### config.mk
export PLATFORM = sky130hd
export DESIGN_NAME = mfp_top
export DESIGN_NICKNAME = d
export VERILOG_FILES = /design/src/verilog/mfp_glitch_filter.v /design/src/verilog/mfp_top.v
export VERILOG_INCLUDE_DIRS = /design/src /design/src/common
export SDC_FILE = /design/constraint.sdc
export NUM_CORES = 1
export LEC_CHECK = 0
export BUFFER_PORTS_ARGS = -buffer_cell sky130_fd_sc_hd__buf_2
export CAP_MARGIN = 40
export CORE_AREA = 2 2 123 125
export DETAILED_ROUTE_END_ITERATION = 6
export DIE_AREA = 0 0 125 127
export SYNTH_ARGS = -nofsm -noshare
export SYNTH_HDL_FRONTEND = slang
export SYNTH_SLANG_ARGS = --single-unit
export TNS_END_PERCENT = 20
### constraint.sdc
create_clock -name clk -period 8.35 [get_ports clk]
set_input_delay 0.835 -clock clk [delete_from_list [all_inputs] [get_ports clk]]
set_output_delay 0.835 -clock clk [all_outputs]
set_load 0.01 [all_outputs]
### src/common/mfp_regs.vh
`ifndef MFP_REGS_VH
`define MFP_REGS_VH

// Clock
`define MFP_CLK_PERIOD_NS 10

// Soft current limit: percent = base + step * code
`define MFP_SOFT_BASE_PCT 8'h26
`define MFP_SOFT_STEP_PCT 8'h02

// Hard overcurrent glitch filter: (code + 1) * step
`define MFP_FILT_STEP_NS 500
`define MFP_FILT_STEP_CYC ((`MFP_FILT_STEP_NS + `MFP_CLK_PERIOD_NS - 1) / `MFP_CLK_PERIOD_NS)

// Hard overcurrent hold time: (code + 1) * unit
`define MFP_HOLD_UNIT_MS 100
`define MFP_HOLD_UNIT_CYC ((`MFP_HOLD_UNIT_MS * 1000000) / `MFP_CLK_PERIOD_NS)

// Fault mask bit positions
`define MFP_MASK_OVM 0
`define MFP_MASK_UVM 1
`define MFP_MASK_HOC 2
`define MFP_MASK_PMF 3
`define MFP_MASK_W 4

// Synchronised input positions
`define MFP_S_OV 0
`define MFP_S_UV_LO 1
`define MFP_S_UV_HI 2
`define MFP_S_H150 3
`define MFP_S_H200 4
`define MFP_S_THERM 5
`define MFP_S_BUV 6
`define MFP_S_LUV 7
`define MFP_S_XRST 8
`define MFP_S_W 9

// Reset values
`define MFP_FLAG_RST 1'b0
`define MFP_GATE_RST 1'b1
`define MFP_PIN_RST 1'b1

`endif

### src/verilog/mfp_glitch_filter.v
`timescale 1ns/10ps
`default_nettype none
`include "mfp_regs.vh"

module mfp_glitch_filter (
    input wire clk,
    input wire arst_n,
    input wire raw,
    input wire [1:0] filt_code,
    output reg pass
);

    localparam integer STEP_FULL = `MFP_FILT_STEP_CYC;
    localparam [7:0] STEP = STEP_FULL[7:0];

    reg [7:0] cnt;
    wire [7:0] limit;

    // Longest setting is 200 cycles, so eight bits suffice
    assign limit = ({6'h00, filt_code} + 8'h01) * STEP;

    always @(posedge clk or negedge arst_n) begin
        if (!arst_n) begin
            cnt <= 8'h00;
            pass <= 1'b0;
        end else if (!raw) begin
            // Any drop restarts the qualification window
            cnt <= 8'h00; // RL12
            pass <= 1'b0;
        end else if (cnt >= limit - 8'h01) begin
            pass <= 1'b1; // RL12
        end else begin
            cnt <= cnt + 8'h01;
        end
    end

endmodule // mfp_glitch_filter

`default_nettype wire

### src/verilog/mfp_top.v
// Functional notes
// RL1: Overvoltage sets summary, high flags; stop-on-fault disables
// RL2: Undervoltage sets summary, low flags; stop-on-fault disables
// RL3: One bit selects lower or higher undervoltage level
// RL4: Soft overcurrent sets flags and disables transistors
// RL5: Stop-on-fault latches overcurrent shutdown until restart
// RL6: Without stop-on-fault, soft trip resumes below limit
// RL7: Soft limit is thirty-eight plus twice code percent
// RL8: Code zero turns soft detection fully off
// RL9: Hard trip disables first, then sets flags
// RL10: Hard trip turns transistors off within ten microseconds
// RL11: One bit selects hard threshold 150 or 200
// RL12: Hard comparator filter rejects pulses below set time
// RL13: Without stop-on-fault, hold off, resume, repeat until stop
// RL14: Hold time is one plus code times 100ms
// RL15: Overtemperature pulls fault pin low, sets module flag
// RL16: Pin releases on recovery; module flag stays set
// RL17: Bootstrap undervoltage disables, no fault pin, auto restart
// RL18: Logic undervoltage sets module flag, pulls pin low
// RL19: Soft latch released by reset pin, read, power-on
// RL20: Masked fault sets no flag and no pin
// RL21: Every comparator input passes two-stage synchroniser
`timescale 1ns/10ps
`default_nettype none
`include "mfp_regs.vh"

module mfp_top #(
    parameter [31:0] HOLD_UNIT_CYCLES = `MFP_HOLD_UNIT_CYC
) (
    input wire clk,
    input wire arst_n,
    input wire supply_high_cmp,
    input wire supply_low_cmp_lo,
    input wire supply_low_cmp_hi,
    input wire hard_cmp_150,
    input wire hard_cmp_200,
    input wire thermal_cmp,
    input wire boot_uv_cmp,
    input wire logic_uv_cmp,
    input wire external_reset_pin_n,
    input wire [23:0] phase_current,
    input wire stop_on_fault,
    input wire supply_low_level_select,
    input wire hard_threshold_select,
    input wire [4:0] soft_limit_code,
    input wire [1:0] glitch_filter_time,
    input wire [3:0] hold_time_code,
    input wire [`MFP_MASK_W-1:0] fault_mask,
    input wire stop_cmd,
    input wire serial_read_done,
    output reg gate_disable,
    output reg fault_summary_flag,
    output reg supply_high_flag,
    output reg supply_low_flag,
    output reg soft_overcurrent_flag,
    output reg hard_overcurrent_flag,
    output reg power_module_fault_flag,
    output reg fault_pin_n,
    output reg hold_active,
    output reg shutdown_latched
);

    localparam [1:0] ST_RUN = 2'b00;
    localparam [1:0] ST_HOLD = 2'b01;
    localparam [1:0] ST_LATCH = 2'b10;

    // Comparator synchronisers
    wire [`MFP_S_W-1:0] async_in;
    reg [`MFP_S_W-1:0] sync1;
    reg [`MFP_S_W-1:0] sync2;

    // Reset pin is inverted ahead of the first stage so all stages reset to zero
    assign async_in = {~external_reset_pin_n, logic_uv_cmp, boot_uv_cmp, thermal_cmp,
                       hard_cmp_200, hard_cmp_150, supply_low_cmp_hi, supply_low_cmp_lo,
                       supply_high_cmp};

    genvar gi;
    generate
        for (gi = 0; gi < `MFP_S_W; gi = gi + 1) begin : g_sync
            always @(posedge clk or negedge arst_n) begin
                if (!arst_n) begin
                    sync1[gi] <= 1'b0;
                    sync2[gi] <= 1'b0;
                end else begin
                    sync1[gi] <= async_in[gi]; // RL21
                    sync2[gi] <= sync1[gi]; // RL21
                end
            end
        end
    endgenerate

    wire s_ov;
    wire s_uv_lo;
    wire s_uv_hi;
    wire s_h150;
    wire s_h200;
    wire s_therm;
    wire s_buv;
    wire s_luv;
    wire s_xrst;

    assign s_ov = sync2[`MFP_S_OV];
    assign s_uv_lo = sync2[`MFP_S_UV_LO];
    assign s_uv_hi = sync2[`MFP_S_UV_HI];
    assign s_h150 = sync2[`MFP_S_H150];
    assign s_h200 = sync2[`MFP_S_H200];
    assign s_therm = sync2[`MFP_S_THERM];
    assign s_buv = sync2[`MFP_S_BUV];
    assign s_luv = sync2[`MFP_S_LUV];
    assign s_xrst = sync2[`MFP_S_XRST];

    // Supply voltage faults
    wire ov_act;
    wire uv_raw;
    wire uv_act;

    assign ov_act = s_ov & ~fault_mask[`MFP_MASK_OVM]; // RL20
    assign uv_raw = supply_low_level_select ? s_uv_hi : s_uv_lo; // RL3
    assign uv_act = uv_raw & ~fault_mask[`MFP_MASK_UVM]; // RL20

    // Soft overcurrent: one comparison per phase
    wire [7:0] soft_limit;
    wire soft_enable;
    wire [2:0] phase_over;
    wire soft_act;

    assign soft_limit = `MFP_SOFT_BASE_PCT + {3'h0, soft_limit_code} * `MFP_SOFT_STEP_PCT; // RL7
    assign soft_enable = (soft_limit_code != 5'h00); // RL8

    generate
        for (gi = 0; gi < 3; gi = gi + 1) begin : g_phase
            assign phase_over[gi] = (phase_current[gi*8 +: 8] > soft_limit);
        end
    endgenerate

    assign soft_act = soft_enable & (|phase_over); // RL8

    // Hard overcurrent: threshold select, then glitch filter
    wire hard_raw;
    wire hard_pass;
    wire hard_act;

    assign hard_raw = hard_threshold_select ? s_h200 : s_h150; // RL11

    // Filter plus synchroniser stays far below the turn-off budget
    mfp_glitch_filter u_filter (
        .clk(clk),
        .arst_n(arst_n),
        .raw(hard_raw),
        .filt_code(glitch_filter_time),
        .pass(hard_pass)
    );

    assign hard_act = hard_pass & ~fault_mask[`MFP_MASK_HOC]; // RL20

    // Power module fault: gate-driver overtemperature or logic undervoltage
    wire pmf_act;

    assign pmf_act = (s_therm | s_luv) & ~fault_mask[`MFP_MASK_PMF]; // RL20

    // Restart events release the latch and clear the flags
    wire restart_evt;

    assign restart_evt = s_xrst | serial_read_done; // RL19

    // Hold time
    wire [31:0] hold_total;

    assign hold_total = ({28'h0000000, hold_time_code} + 32'h00000001) * HOLD_UNIT_CYCLES; // RL14

    // Shutdown state machine
    reg [1:0] state;
    reg [1:0] next_state;
    reg [31:0] hold_cnt;
    reg [31:0] next_hold_cnt;

    always @* begin
        next_state = state;
        next_hold_cnt = hold_cnt;
        case (state)
            ST_RUN: begin
                if (stop_on_fault && (hard_act || soft_act)) begin
                    next_state = ST_LATCH; // RL5
                end else if (hard_act) begin
                    next_state = ST_HOLD; // RL13
                    next_hold_cnt = hold_total - 32'h00000001;
                end
            end
            ST_HOLD: begin
                if (stop_cmd) begin
                    // Host stop ends the retry loop; hold off until a restart
                    next_state = ST_LATCH; // RL13
                end else if (hold_cnt == 32'h00000000) begin
                    next_state = ST_RUN; // RL13
                end else begin
                    next_hold_cnt = hold_cnt - 32'h00000001;
                end
            end
            ST_LATCH: begin
                if (restart_evt) begin
                    next_state = ST_RUN; // RL19
                end
            end
            default: begin
                next_state = ST_LATCH;
            end
        endcase
    end

    always @(posedge clk or negedge arst_n) begin
        if (!arst_n) begin
            state <= ST_RUN;
            hold_cnt <= 32'h00000000;
        end else begin
            state <= next_state;
            hold_cnt <= next_hold_cnt;
        end
    end

    // Gate disable is computed from the same cycle's trip, one cycle ahead of the hard trip flags
    reg next_gate_disable;

    always @* begin
        next_gate_disable = 1'b0;
        if (next_state != ST_RUN) begin
            next_gate_disable = 1'b1; // RL5
        end
        if (hard_act) begin
            next_gate_disable = 1'b1; // RL10
        end
        if (soft_act) begin
            next_gate_disable = 1'b1; // RL4
        end
        if (stop_on_fault && (ov_act || uv_act)) begin
            next_gate_disable = 1'b1; // RL1
        end
        if (stop_on_fault && pmf_act) begin
            next_gate_disable = 1'b1; // RL15
        end
        if (s_buv) begin
            // Bootstrap undervoltage is not maskable and never reaches the pin
            next_gate_disable = 1'b1; // RL17
        end
    end

    always @(posedge clk or negedge arst_n) begin
        if (!arst_n) begin
            gate_disable <= `MFP_GATE_RST;
        end else begin
            gate_disable <= next_gate_disable; // RL6
        end
    end

    // Hard flag lags the gate by one cycle
    reg hard_act_d;

    always @(posedge clk or negedge arst_n) begin
        if (!arst_n) begin
            hard_act_d <= 1'b0;
        end else begin
            hard_act_d <= hard_act; // RL9
        end
    end

    // Sticky flags: a set in the clearing cycle wins
    wire sum_set;

    assign sum_set = ov_act | uv_act | soft_act | hard_act_d;

    always @(posedge clk or negedge arst_n) begin
        if (!arst_n) begin
            fault_summary_flag <= `MFP_FLAG_RST;
            supply_high_flag <= `MFP_FLAG_RST;
            supply_low_flag <= `MFP_FLAG_RST;
            soft_overcurrent_flag <= `MFP_FLAG_RST;
            hard_overcurrent_flag <= `MFP_FLAG_RST;
            power_module_fault_flag <= `MFP_FLAG_RST;
        end else begin
            fault_summary_flag <= sum_set | (fault_summary_flag & ~restart_evt); // RL1
            supply_high_flag <= ov_act | (supply_high_flag & ~restart_evt); // RL1
            supply_low_flag <= uv_act | (supply_low_flag & ~restart_evt); // RL2
            soft_overcurrent_flag <= soft_act | (soft_overcurrent_flag & ~restart_evt); // RL4
            hard_overcurrent_flag <= hard_act_d | (hard_overcurrent_flag & ~restart_evt); // RL9
            power_module_fault_flag <= pmf_act | (power_module_fault_flag & ~restart_evt); // RL16
        end
    end

    // Fault pin follows the live condition, unlike the flag
    always @(posedge clk or negedge arst_n) begin
        if (!arst_n) begin
            fault_pin_n <= `MFP_PIN_RST;
        end else begin
            fault_pin_n <= ~pmf_act; // RL18
        end
    end

    // State readback
    always @(posedge clk or negedge arst_n) begin
        if (!arst_n) begin
            hold_active <= 1'b0;
            shutdown_latched <= 1'b0;
        end else begin
            hold_active <= (next_state == ST_HOLD);
            shutdown_latched <= (next_state == ST_LATCH);
        end
    end

endmodule // mfp_top

`default_nettype wire

==> reports/qor.yml, run 1 <==
vias_per_cell: 5.50
dr_total_vias: 4968
drtIter0Drc: 264
area_delta_synth_final_pct: 14.8
io-pin-count: 65
power_frac_clock_pct: 34.0
worstSetupPathType: "input pin to flop"
outcome: "finished clean"
cp-start-kind: "input pin"
grt_setup_unrepaired: "false"
ys_seq_area_share_pct: 31.4
cp_cell_sequence: "buf_2 -> ha_1 -> nand3_1 -> inv_1 -> ha_1 -> inv_1 -> fa_1 -> inv_1 -> ha_1 -> ha_1 -> o21ai_1 -> o21a_2 -> or4b_4 -> a211oi_4 -> o21ai_2 -> a221o_2 -> or4_4 -> or4b_4 -> o211ai_2"
final_nets: 839
seqPwrFrac_pct: 33.2
finalClockSkew_ps: 6.79
wl_per_cell_um: 14.7
initial_utilization_pct: 39.8
drc: 0
clk_pin_slew_ps: 60
grt-ovfl-total: 0
r2r_slack_ps: 5010
clock_latency_ps: 340
power_mw: 1.25
cts-buffers-inserted: 9
rows: 44
cp.required_ps: 8610
maxCapViolCount: 0
fmax_ghz: 0.169
cp_top_family: "simple AND/OR/NAND/NOR gates"
yosysWarnings: 0
cts_hold_buf: 0
end_kind: "flop"
num_antenna_cells: 0
cp_slowest_cell: "or4b_4"
tritoncts: "built"
ant_nets: 0
ys_ff_latch: 72
report.final.slew_viol_count: 0
syn-instance-count: 656
ys.flop_type: "dfrtp_1"
critPathLaunch: "hold_time_code[0]"
antenna_found_initial: 0
setup_viol: 0
grt_pass1_vias: 4742
wirelength_um: 13300
p_sw_mw: 0.424
timing.rr.start: "hold_cnt[11]"
hold_viol: 0
worstReg2RegEnd: "hold_cnt[25]"
syn_avg_cell_area_um2: 8.76
grt_max_degree: 55
reg2reg_depth: 9
die_w_um: 125
gp_congestion: 0.878
htreeDepth: 3
cpMostUsedCell: "ha_1"
yosys.cell_types.count: 75
postCtsSetupRepairBufs: 0
dr.pass1.iters: 5
clkSinkCount: 72
fin_crit_sh_pct: 70.9
clockBufferDepth: 2
design.die.area_um2: 15900
die_y_um: 127
tns_ps: 0
synth_fp_nets: 780
intPower_mw: 0.822
crit_path_max_fanout: 10
critPathArrivalTime_ps: 6190
pwr_density_cell_nw_per_um2: 189
drive_gt1_share_pct: 15.0
ys_async_sr_fraction_pct: 100
cts_root_buf: "clkbuf_16"
max_stage_delay_ps: 580
combPwrFrac_pct: 32.8
tightest_slew_ps: 859
core_area_um2: 14400
synth_edf_count: 0
post-dp-hpwl_um: 10400
grt_pass1_wl_um: 22300
cts_resized: 0
ir_drop_mv: 0.0793
switching_share_pct: 34.1
timing.critical_path.buf_inv: 4
hold_class: "input pin to asynchronous set/reset pin"
track_usage_pct: 16.7
n_fill_cell: 1368
io_buffers: 64
maxSlewHeadroom_pct: 42.7
layout_min_cycle_time_ps: 5920
p_leak_nw: 3.16
syn_area_um2: 5750
## power groups by stage
stage / clock network [mW] / registers, mW / logic, mW
after detailed placement: 0 / 0.419 / 0.408
after global placement: 0 / 0.418 / 0.398
final: 0.423 / 0.414 / 0.409
after floorplan: 0 / 0.412 / 0.310
after CTS: 0.428 / 0.413 / 0.410
after global routing: 0.442 / 0.419 / 0.467
## synth_stat cells (13+ instances only)
library cell	count	area [um2]
clkbuf_1	15	56.3
dfrtp_1	70	1750
nand2_1	63	236
nor4_1	13	81.3
a21o_1	18	135
nor3_1	16	80.1
o21ai_0	43	215
nor2_1	52	195
nand3_1	18	90.1
a21oi_1	39	195
or3_1	13	81.3
ha_1	66	826
inv_1	37	139
xor2_1	25	219
xnor2_1	23	201
## cell families after synthesis
| group | synth area share, % |
|---|---|
| AOI/OAI and AO/OA | 18.8 |
| adders and majority gates | 15.9 |
| DFF | 31.4 |
| xor gates and xnor gates | 7.60 |
| muxes | 0.523 |
| and+or+nand+nor | 21.5 |
| buffers and inverters | 4.18 |
## cell usage in the layout (no fill, tap or decap), drive strengths merged, types with 4 or more instances in the layout
master  netlist  layout
nand4b        4       4
xor2         25      25
o21ai        45      45
xnor2        24      24
and2          7       7
nor3         16      16
dfrtp        70      70
nand2        63      63
a31oi         4       4
a21oi        40      40
clkbuf       15       9
o211ai        7       7
or4           5       5
nor4         13      13
nand3        20      20
buf           7      70
nor2         52      52
ha           66      66
a211oi        7       7
a22oi         4       4
inv          37      39
nand3b        5       5
nand2b        9       9
nand4         7       7
a21o         18      18
or3          13      13
## worst max-delay path by stage
stage	end	slack, ps	cells after the start
2_1_floorplan	hold_cnt[30]	2330	19
3_3_place_gp	hold_cnt[30]	2220	19
3_5_place_dp	hold_cnt[30]	2090	19
4_1_cts	hold_cnt[30]	2430	19
5_1_grt	hold_cnt[30]	2080	18
6_report	hold_cnt[30]	2430	19
## cell type report
type	count	area, um2	share of cell area [%]
clock buffers	9	225	3.41
clock inverters	7	103	1.56
inverters	37	139	2.11
multi-input cells	525	3700	56.1
flip-flops and latches	72	1800	27.4
well taps	184	230	3.49
repair buffers	70	393	5.96
## routing by layer
| metal | track usage, % | wire (um) |
|---|---|---|
| met3 | 1.88 | 482 |
| met1 | 22.9 | 6450 |
| met4 | 5.56 | 197 |
| met5 | 0 | 0 |
| met2 | 27.8 | 6190 |
## sequential cells by signal, summed over array words and instances (netlist names), 2 cells and up
name          count
sync1             9
u_filter.cnt      8
state             2
hold_cnt         32
## per-stage QoR
stage | cell area (um2) | cells | hold slack, ps | util [%] | setup WS [ps]
CTS | 6600 | 904 | 295 | 45.7 | 2430
global placement | 6230 | 886 | 331 | 43.2 | 2220
detailed placement | 6270 | 888 | 336 | 43.5 | 2090
global route | 6600 | 904 | 298 | 45.7 | 2080
floorplan | 5750 | 656 | 331 | - | 2330
finish | 6600 | 904 | 294 | 45.7 | 2430
No activity file was read; power rests on OpenSTA's default activity.
==> inputs of run 2 (changes only) <==
- clock period: 8.35 -> 5.93 ns (I/O delays scaled with it)
==> run 2 against run 1 <==
  * Utilization grew 0.11 points
  * Register-to-register slack lost 2500 ps
  * Wire length shrank 0.35%
  * Via count grew 0.81%
  * Global-route usage grew 0.58 points
  * Sequential power grew 41%
  * Combinational power grew 46%
  * Die area is the same
  * Count of clock-buffer cells in the layout is the same
  * Setup slack lost 2000 ps
  * Largest power group is now combinational cells
==> reports/qor.yml, run 2 (synthesis gave the netlist of run 1 again) <==
timing.critical_path.buf_inv: 3  # -1
tightest_slew_ps: 853  # -6.02 ps
grt-ovfl-total: 0  # unchanged
htreeDepth: 3  # unchanged
drive_gt1_share_pct: 15.9  # +0.93 points
r2r_slack_ps: 2540  # -2470 ps
cpMostUsedCell: "ha_1"
finalClockSkew_ps: 3.64  # -3.15 ps
cp_slowest_cell: "or4b_4"
rows: 44  # unchanged
vias_per_cell: 5.49  # about the same
io-pin-count: 65  # unchanged
cts_resized: 0  # unchanged
switching_share_pct: 34.6  # +0.59 points
place_ws_ps: 97.8  # -1990 ps
post-dp-hpwl_um: 10300  # -0.64%
worst_slack_ps: 424  # -2000 ps
wl_per_cell_um: 14.6  # -1.2%
fmax_ghz: 0.182
clock_latency_ps: 330  # about the same
p_leak_nw: 3.17  # +0.38%
seqPwrFrac_pct: 33.8  # +0.6 points
layout_min_cycle_time_ps: 5510
critPathArrivalTime_ps: 5760  # -430 ps
intPower_mw: 1.13  # +37%
reg2reg_depth: 9  # unchanged
worstReg2RegEnd: "hold_cnt[25]"
final_common_cell: "dfrtp_1"
tns_ps: 0  # unchanged
maxCapViolCount: 0  # unchanged
track_usage_pct: 17.3  # +0.58 points
drc: 0  # unchanged
end_kind: "flop"
combPwrFrac_pct: 34.7  # +1.9 points
maxSlewHeadroom_pct: 43.1  # +0.46 points
p_sw_mw: 0.597  # +41%
cts-buffers-inserted: 9  # unchanged
drtIter0Drc: 233  # -12%
num_antenna_cells: 0  # unchanged
grt_max_degree: 68  # +24%
grt_pass1_vias: 4883  # +3.0%
gp_congestion: 0.944  # +7.5%
cp_cell_sequence: "buf_2 -> ha_1 -> xor2_1 -> ha_1 -> ha_1 -> inv_1 -> fa_1 -> inv_1 -> ha_1 -> o21ai_1 -> o21a_2 -> or4b_4 -> a211oi_4 -> o21ai_2 -> a221o_2 -> or4_4 -> or4b_4 -> o211ai_2"
crit_path_max_fanout: 6  # -4
grt_setup_unrepaired: "false"
io_buffers: 64  # unchanged
clk_pin_slew_ps: 60  # about the same
initial_utilization_pct: 39.8  # unchanged
postCtsSetupRepairBufs: 0  # unchanged
cts_root_buf: "clkbuf_16"
die_w_um: 125  # unchanged
reg.largest.list: "hold_cnt: 32 flops, sync1: 9 flops, u_filter.cnt: 8 flops"
report.final.slew_viol_count: 0  # unchanged
hold_viol: 0  # unchanged
tritoncts: "built"
dr.pass1.iters: 5  # unchanged
area_delta_synth_final_pct: 15.1
design.die.area_um2: 15900  # unchanged
final_cell_mix: "dfrtp_1, ha_1, buf_2"
final_nets: 847  # +0.95%
worstSetupPathType: "input pin to flop"
power_frac_clock_pct: 31.5  # -2.5 points
cp.required_ps: 6190  # -2420 ps
cp_top_family: "adder cells"
max_stage_delay_ps: 580  # about the same
outcome: "finished clean"
setup_viol: 0  # unchanged
largest-register: "hold_cnt"
timing.rr.start: "hold_cnt[11]"
ir_drop_mv: 0.118  # +49%
largest_reg_flops: 32  # unchanged
n_fill_cell: 1416  # +3.5%
dp_cells: 896  # +0.90%
cts_hold_buf: 0  # unchanged
hold_class: "input pin to asynchronous set/reset pin"
core_area_um2: 14400  # unchanged
fin_crit_sh_pct: 92.8
clockBufferDepth: 2  # unchanged
wirelength_um: 13300  # -0.35%
clkSinkCount: 72  # unchanged
grt_pass1_wl_um: 23300  # +4.2%
fin_cells: 912  # +0.88%
pwr_density_cell_nw_per_um2: 261  # +38%
dr_total_vias: 5008  # +0.81%
cp-start-kind: "input pin"
ant_nets: 0  # unchanged
antenna_found_initial: 0  # unchanged
die_y_um: 127  # unchanged
==> run 2: worst max path at each step <==
stage	start	endpoint	slack [ps]	cells past startpoint
finish	hold_time_code[1]	hold_cnt[30]	420	18
global route	hold_time_code[1]	hold_cnt[30]	110	18
CTS	hold_time_code[1]	hold_cnt[30]	420	18
detailed placement	hold_time_code[1]	hold_cnt[30]	100	18
global placement	hold_time_code[1]	hold_cnt[30]	220	18
floorplan	hold_time_code[0]	hold_cnt[30]	150	19
==> run 2: layout make-up <==
class                   instances  area (um2)  share of cell area [%]
multi-input cells             525        3700                    56.0
flip-flops and latches         72        1800                    27.3
repair buffers                 78         433                    6.55
well taps                     184         230                    3.48
clock buffers                   9         225                    3.41
inverters                      37         139                    2.10
clock inverters                 7        78.8                    1.19
==> run 2: power groups by stage <==
stage	clock network [mW]	logic, mW	registers (mW)
6_report	0.543	0.598	0.582
2_1_floorplan	0	0.437	0.580
3_5_place_dp	0	0.592	0.590
4_1_cts	0.557	0.597	0.582
5_1_grt	0.582	0.682	0.590
3_3_place_gp	0	0.582	0.588
==> run 2: through the flow <==
stage / hold WS (ps) / cell area, um2 / power (mW) / util [%]
final: 68.3 / 6610 / 1.72 / 45.8
after global routing: 66.2 / 6610 / 1.85 / 45.8
after CTS: 60.8 / 6610 / 1.74 / 45.8
after detailed placement: 336 / 6310 / 1.18 / 43.7
after global placement: 333 / 6290 / 1.17 / 43.6
after floorplan: 297 / 5750 / 1.02 / -
==> run 2: routing by layer <==
| layer | global-route usage, % | up-vias | share of wire, % |
|---|---|---|---|
| met5 | 0 | - | 0 |
| met4 | 5.42 | 0 | 2.0 |
| met3 | 2.64 | 24 | 4.4 |
| met2 | 27.6 | 123 | 45 |
| met1 | 24.3 | 2342 | 48 |
| li1 | - | 2519 | - |
==> inputs of run 3 (changes only) <==
==> constraint.sdc (replaced) <==
create_clock -name clk -period 5.9 [get_ports clk]
set_input_delay 0.59 -clock clk [delete_from_list [all_inputs] [get_ports clk]]
set_output_delay 0.59 -clock clk [all_outputs]
set_load 0.1 [all_outputs]
==> run 3 against run 2 <==
  * Via count is 0.20% lower
  * Sequential cell count stayed put
  * Count of clock-buffer cells in the layout is 3 higher
  * Setup slack better by 130 ps
  * Total power is 1.4% lower
  * Critical path depth is 1 higher
  * Design area hardly changed
  * Critical endpoint unchanged
  * Largest power group unchanged
  * Global-route usage is 0.18 points lower
  * Clock power is 9.6% lower
==> reports/qor.yml, run 3 (synthesis gave the netlist of run 1 again) <==
tritoncts: "built"
dr.pass1.iters: 6  # +1
busiest_layer: "met2"
hold_class: "input pin to asynchronous set/reset pin"
worstReg2RegEnd: "hold_cnt[25]"
worstSetupPathType: "input pin to flop"
final_cell_mix: "dfrtp_1, ha_1, buf_2"
cp_top_family: "adder cells"
tightest_slew_ps: 864  # +11.5 ps
drtIter0Drc: 310  # +33%
finalClockSkew_ps: 8.70  # +5.05 ps
cp-start-kind: "input pin"
hold_viol: 0  # unchanged
wl_per_cell_um: 14.5  # about the same
antenna_found_initial: 0  # unchanged
io_buffers: 64  # unchanged
pwr_density_cell_nw_per_um2: 257  # -1.4%
area_delta_synth_final_pct: 15.0  # about the same
grt_pass1_wl_um: 23000  # -1.2%
fin_crit_sh_pct: 90.6
maxCapViolCount: 0  # unchanged
grt_max_degree: 38  # -44%
setup_viol: 0  # unchanged
track_usage_pct: 17.1  # -0.18 points
p_leak_nw: 3.19  # +0.38%
timing.rr.start: "hold_cnt[11]"
fmax_ghz: 0.187
grt_setup_unrepaired: "false"
rows: 44  # unchanged
design.die.area_um2: 15900  # unchanged
drive_gt1_share_pct: 16.0  # +0.093 points
post-dp-hpwl_um: 10500  # +1.9%
reg2reg_depth: 10  # +1
cts_hold_buf: 0  # unchanged
htreeDepth: 3  # unchanged
cpMostUsedCell: "ha_1"
die_y_um: 127  # unchanged
clkSinkCount: 72  # unchanged
io-pin-count: 65  # unchanged
dr_total_vias: 4998  # -0.20%
drc: 0  # unchanged
largest_reg_flops: 32  # unchanged
cts_root_buf: "clkbuf_16"
clock_latency_ps: 330  # about the same
initial_utilization_pct: 39.8  # unchanged
max_stage_delay_ps: 580  # about the same
timing.critical_path.buf_inv: 4  # +1
cts_resized: 0  # unchanged
crit_path_max_fanout: 7  # +1
die_w_um: 125  # unchanged
cp.required_ps: 6150  # -40 ps
cts-buffers-inserted: 9  # unchanged
final_common_cell: "dfrtp_1"
grt_util_met3_pct: 1.93  # -0.71 points
cp_slowest_cell: "or4b_4"
ant_nets: 0  # unchanged
ir_drop_mv: 0.119  # +0.50%
end_kind: "flop"
final_nets: 850  # +0.35%
wirelength_um: 13300  # +0.20%
clockBufferDepth: 2  # unchanged
reg.largest.list: "hold_cnt: 32 flops, sync1: 9 flops, u_filter.cnt: 8 flops"
grt_pass1_vias: 4808  # -1.5%
core_area_um2: 14400  # unchanged
grt-ovfl-total: 0  # unchanged
r2r_slack_ps: 2350  # -190 ps
gp_congestion: 0.899  # -4.8%
place_ws_ps: 237  # +140 ps
grtUsageMet2_pct: 28.5  # +0.90 points
use_met1_pct: 23.6  # -0.71 points
largest-register: "hold_cnt"
tns_ps: 0  # unchanged
clk_pin_slew_ps: 50  # about the same
maxSlewHeadroom_pct: 42.3  # -0.83 points
worst_slack_ps: 553  # +129 ps
report.final.slew_viol_count: 0  # unchanged
outcome: "finished clean"
layout_min_cycle_time_ps: 5350
cp_cell_sequence: "buf_2 -> ha_1 -> xor2_1 -> buf_4 -> ha_1 -> ha_1 -> inv_1 -> fa_1 -> inv_1 -> ha_1 -> o21ai_1 -> o21a_2 -> or4b_4 -> a211oi_4 -> o21ai_2 -> a221o_2 -> or4_4 -> or4b_4 -> o211ai_2"
vias_per_cell: 5.47  # -0.42%
num_antenna_cells: 0  # unchanged
critPathArrivalTime_ps: 5590  # -170 ps
postCtsSetupRepairBufs: 0  # unchanged
[run 3: changes by cell type in the layout (fill, tap and decap cells not counted)]
cell | previous run | this run
buf_12 | 0 | 1
bufinv_16 | 1 | 0
inv_6 | 2 | 0
clkinv_2 | 0 | 2
buf_8 | 1 | 0
clkbuf_1 | 0 | 1
clkinv_4 | 1 | 0
clkinvlp_4 | 3 | 1
buf_4 | 13 | 16
clkbuf_8 | 0 | 2
[run 3: metrics by stage]
stage          util, %  hold slack [ps]  cell area, um2  power [mW]  instances
3_3_place_gp      43.8              333            6320        1.20        898
4_1_cts           45.8              320            6610        1.72        914
5_1_grt           45.8              356            6610        1.82        914
2_1_floorplan        -              294            5750        1.05        656
6_report          45.8              305            6610        1.70        914
3_5_place_dp      43.9              335            6340        1.21        899
[run 3: worst reg2reg max path, delay by kind of cell (launching register included)]
kind            cells  cell delay, ps
buf+inv             2             690
compound gates      3             570
simple gates        5            1730
flops               1             410
[run 3: cell type report]
| cell class | count | area, um2 |
|---|---|---|
| Clock buffer | 12 | 256 |
| Clock inverter | 3 | 17.5 |
| Fill cell | 1397 | 7810 |
| Inverter | 37 | 139 |
| Multi-Input combinational cell | 525 | 3700 |
| Sequential cell | 72 | 1800 |
| Tap cell | 184 | 230 |
| Timing Repair Buffer | 81 | 460 |
[run 3: how the worst max path moves through the flow]
stage / startpoint / endpoint / slack [ps] / cells past startpoint
final: hold_time_code[0] / hold_cnt[30] / 550 / 19
after global routing: hold_time_code[0] / hold_cnt[30] / 250 / 18
after CTS: hold_time_code[0] / hold_cnt[30] / 570 / 19
after detailed placement: hold_time_code[0] / hold_cnt[30] / 240 / 19
after global placement: hold_time_code[0] / hold_cnt[30] / 340 / 19
after floorplan: hold_time_code[0] / hold_cnt[30] / 120 / 19
[run 3: power by group]
part / internal, mW / switching (mW) / leakage [nW]
Sequential: 0.543 / 0.0426 / 0.907
Combinational: 0.257 / 0.365 / 2.14
Clock: 0.303 / 0.188 / 0.134
Total: 1.10 / 0.596 / 3.18
[run 3: routing by layer]
| layer | wire length [um] | vias up |
|---|---|---|
| met5 | 0 | - |
| met2 | 6200 | 121 |
| met1 | 6370 | 2337 |
| met4 | 175 | 0 |
| met3 | 556 | 15 |
| li1 | - | 2525 |
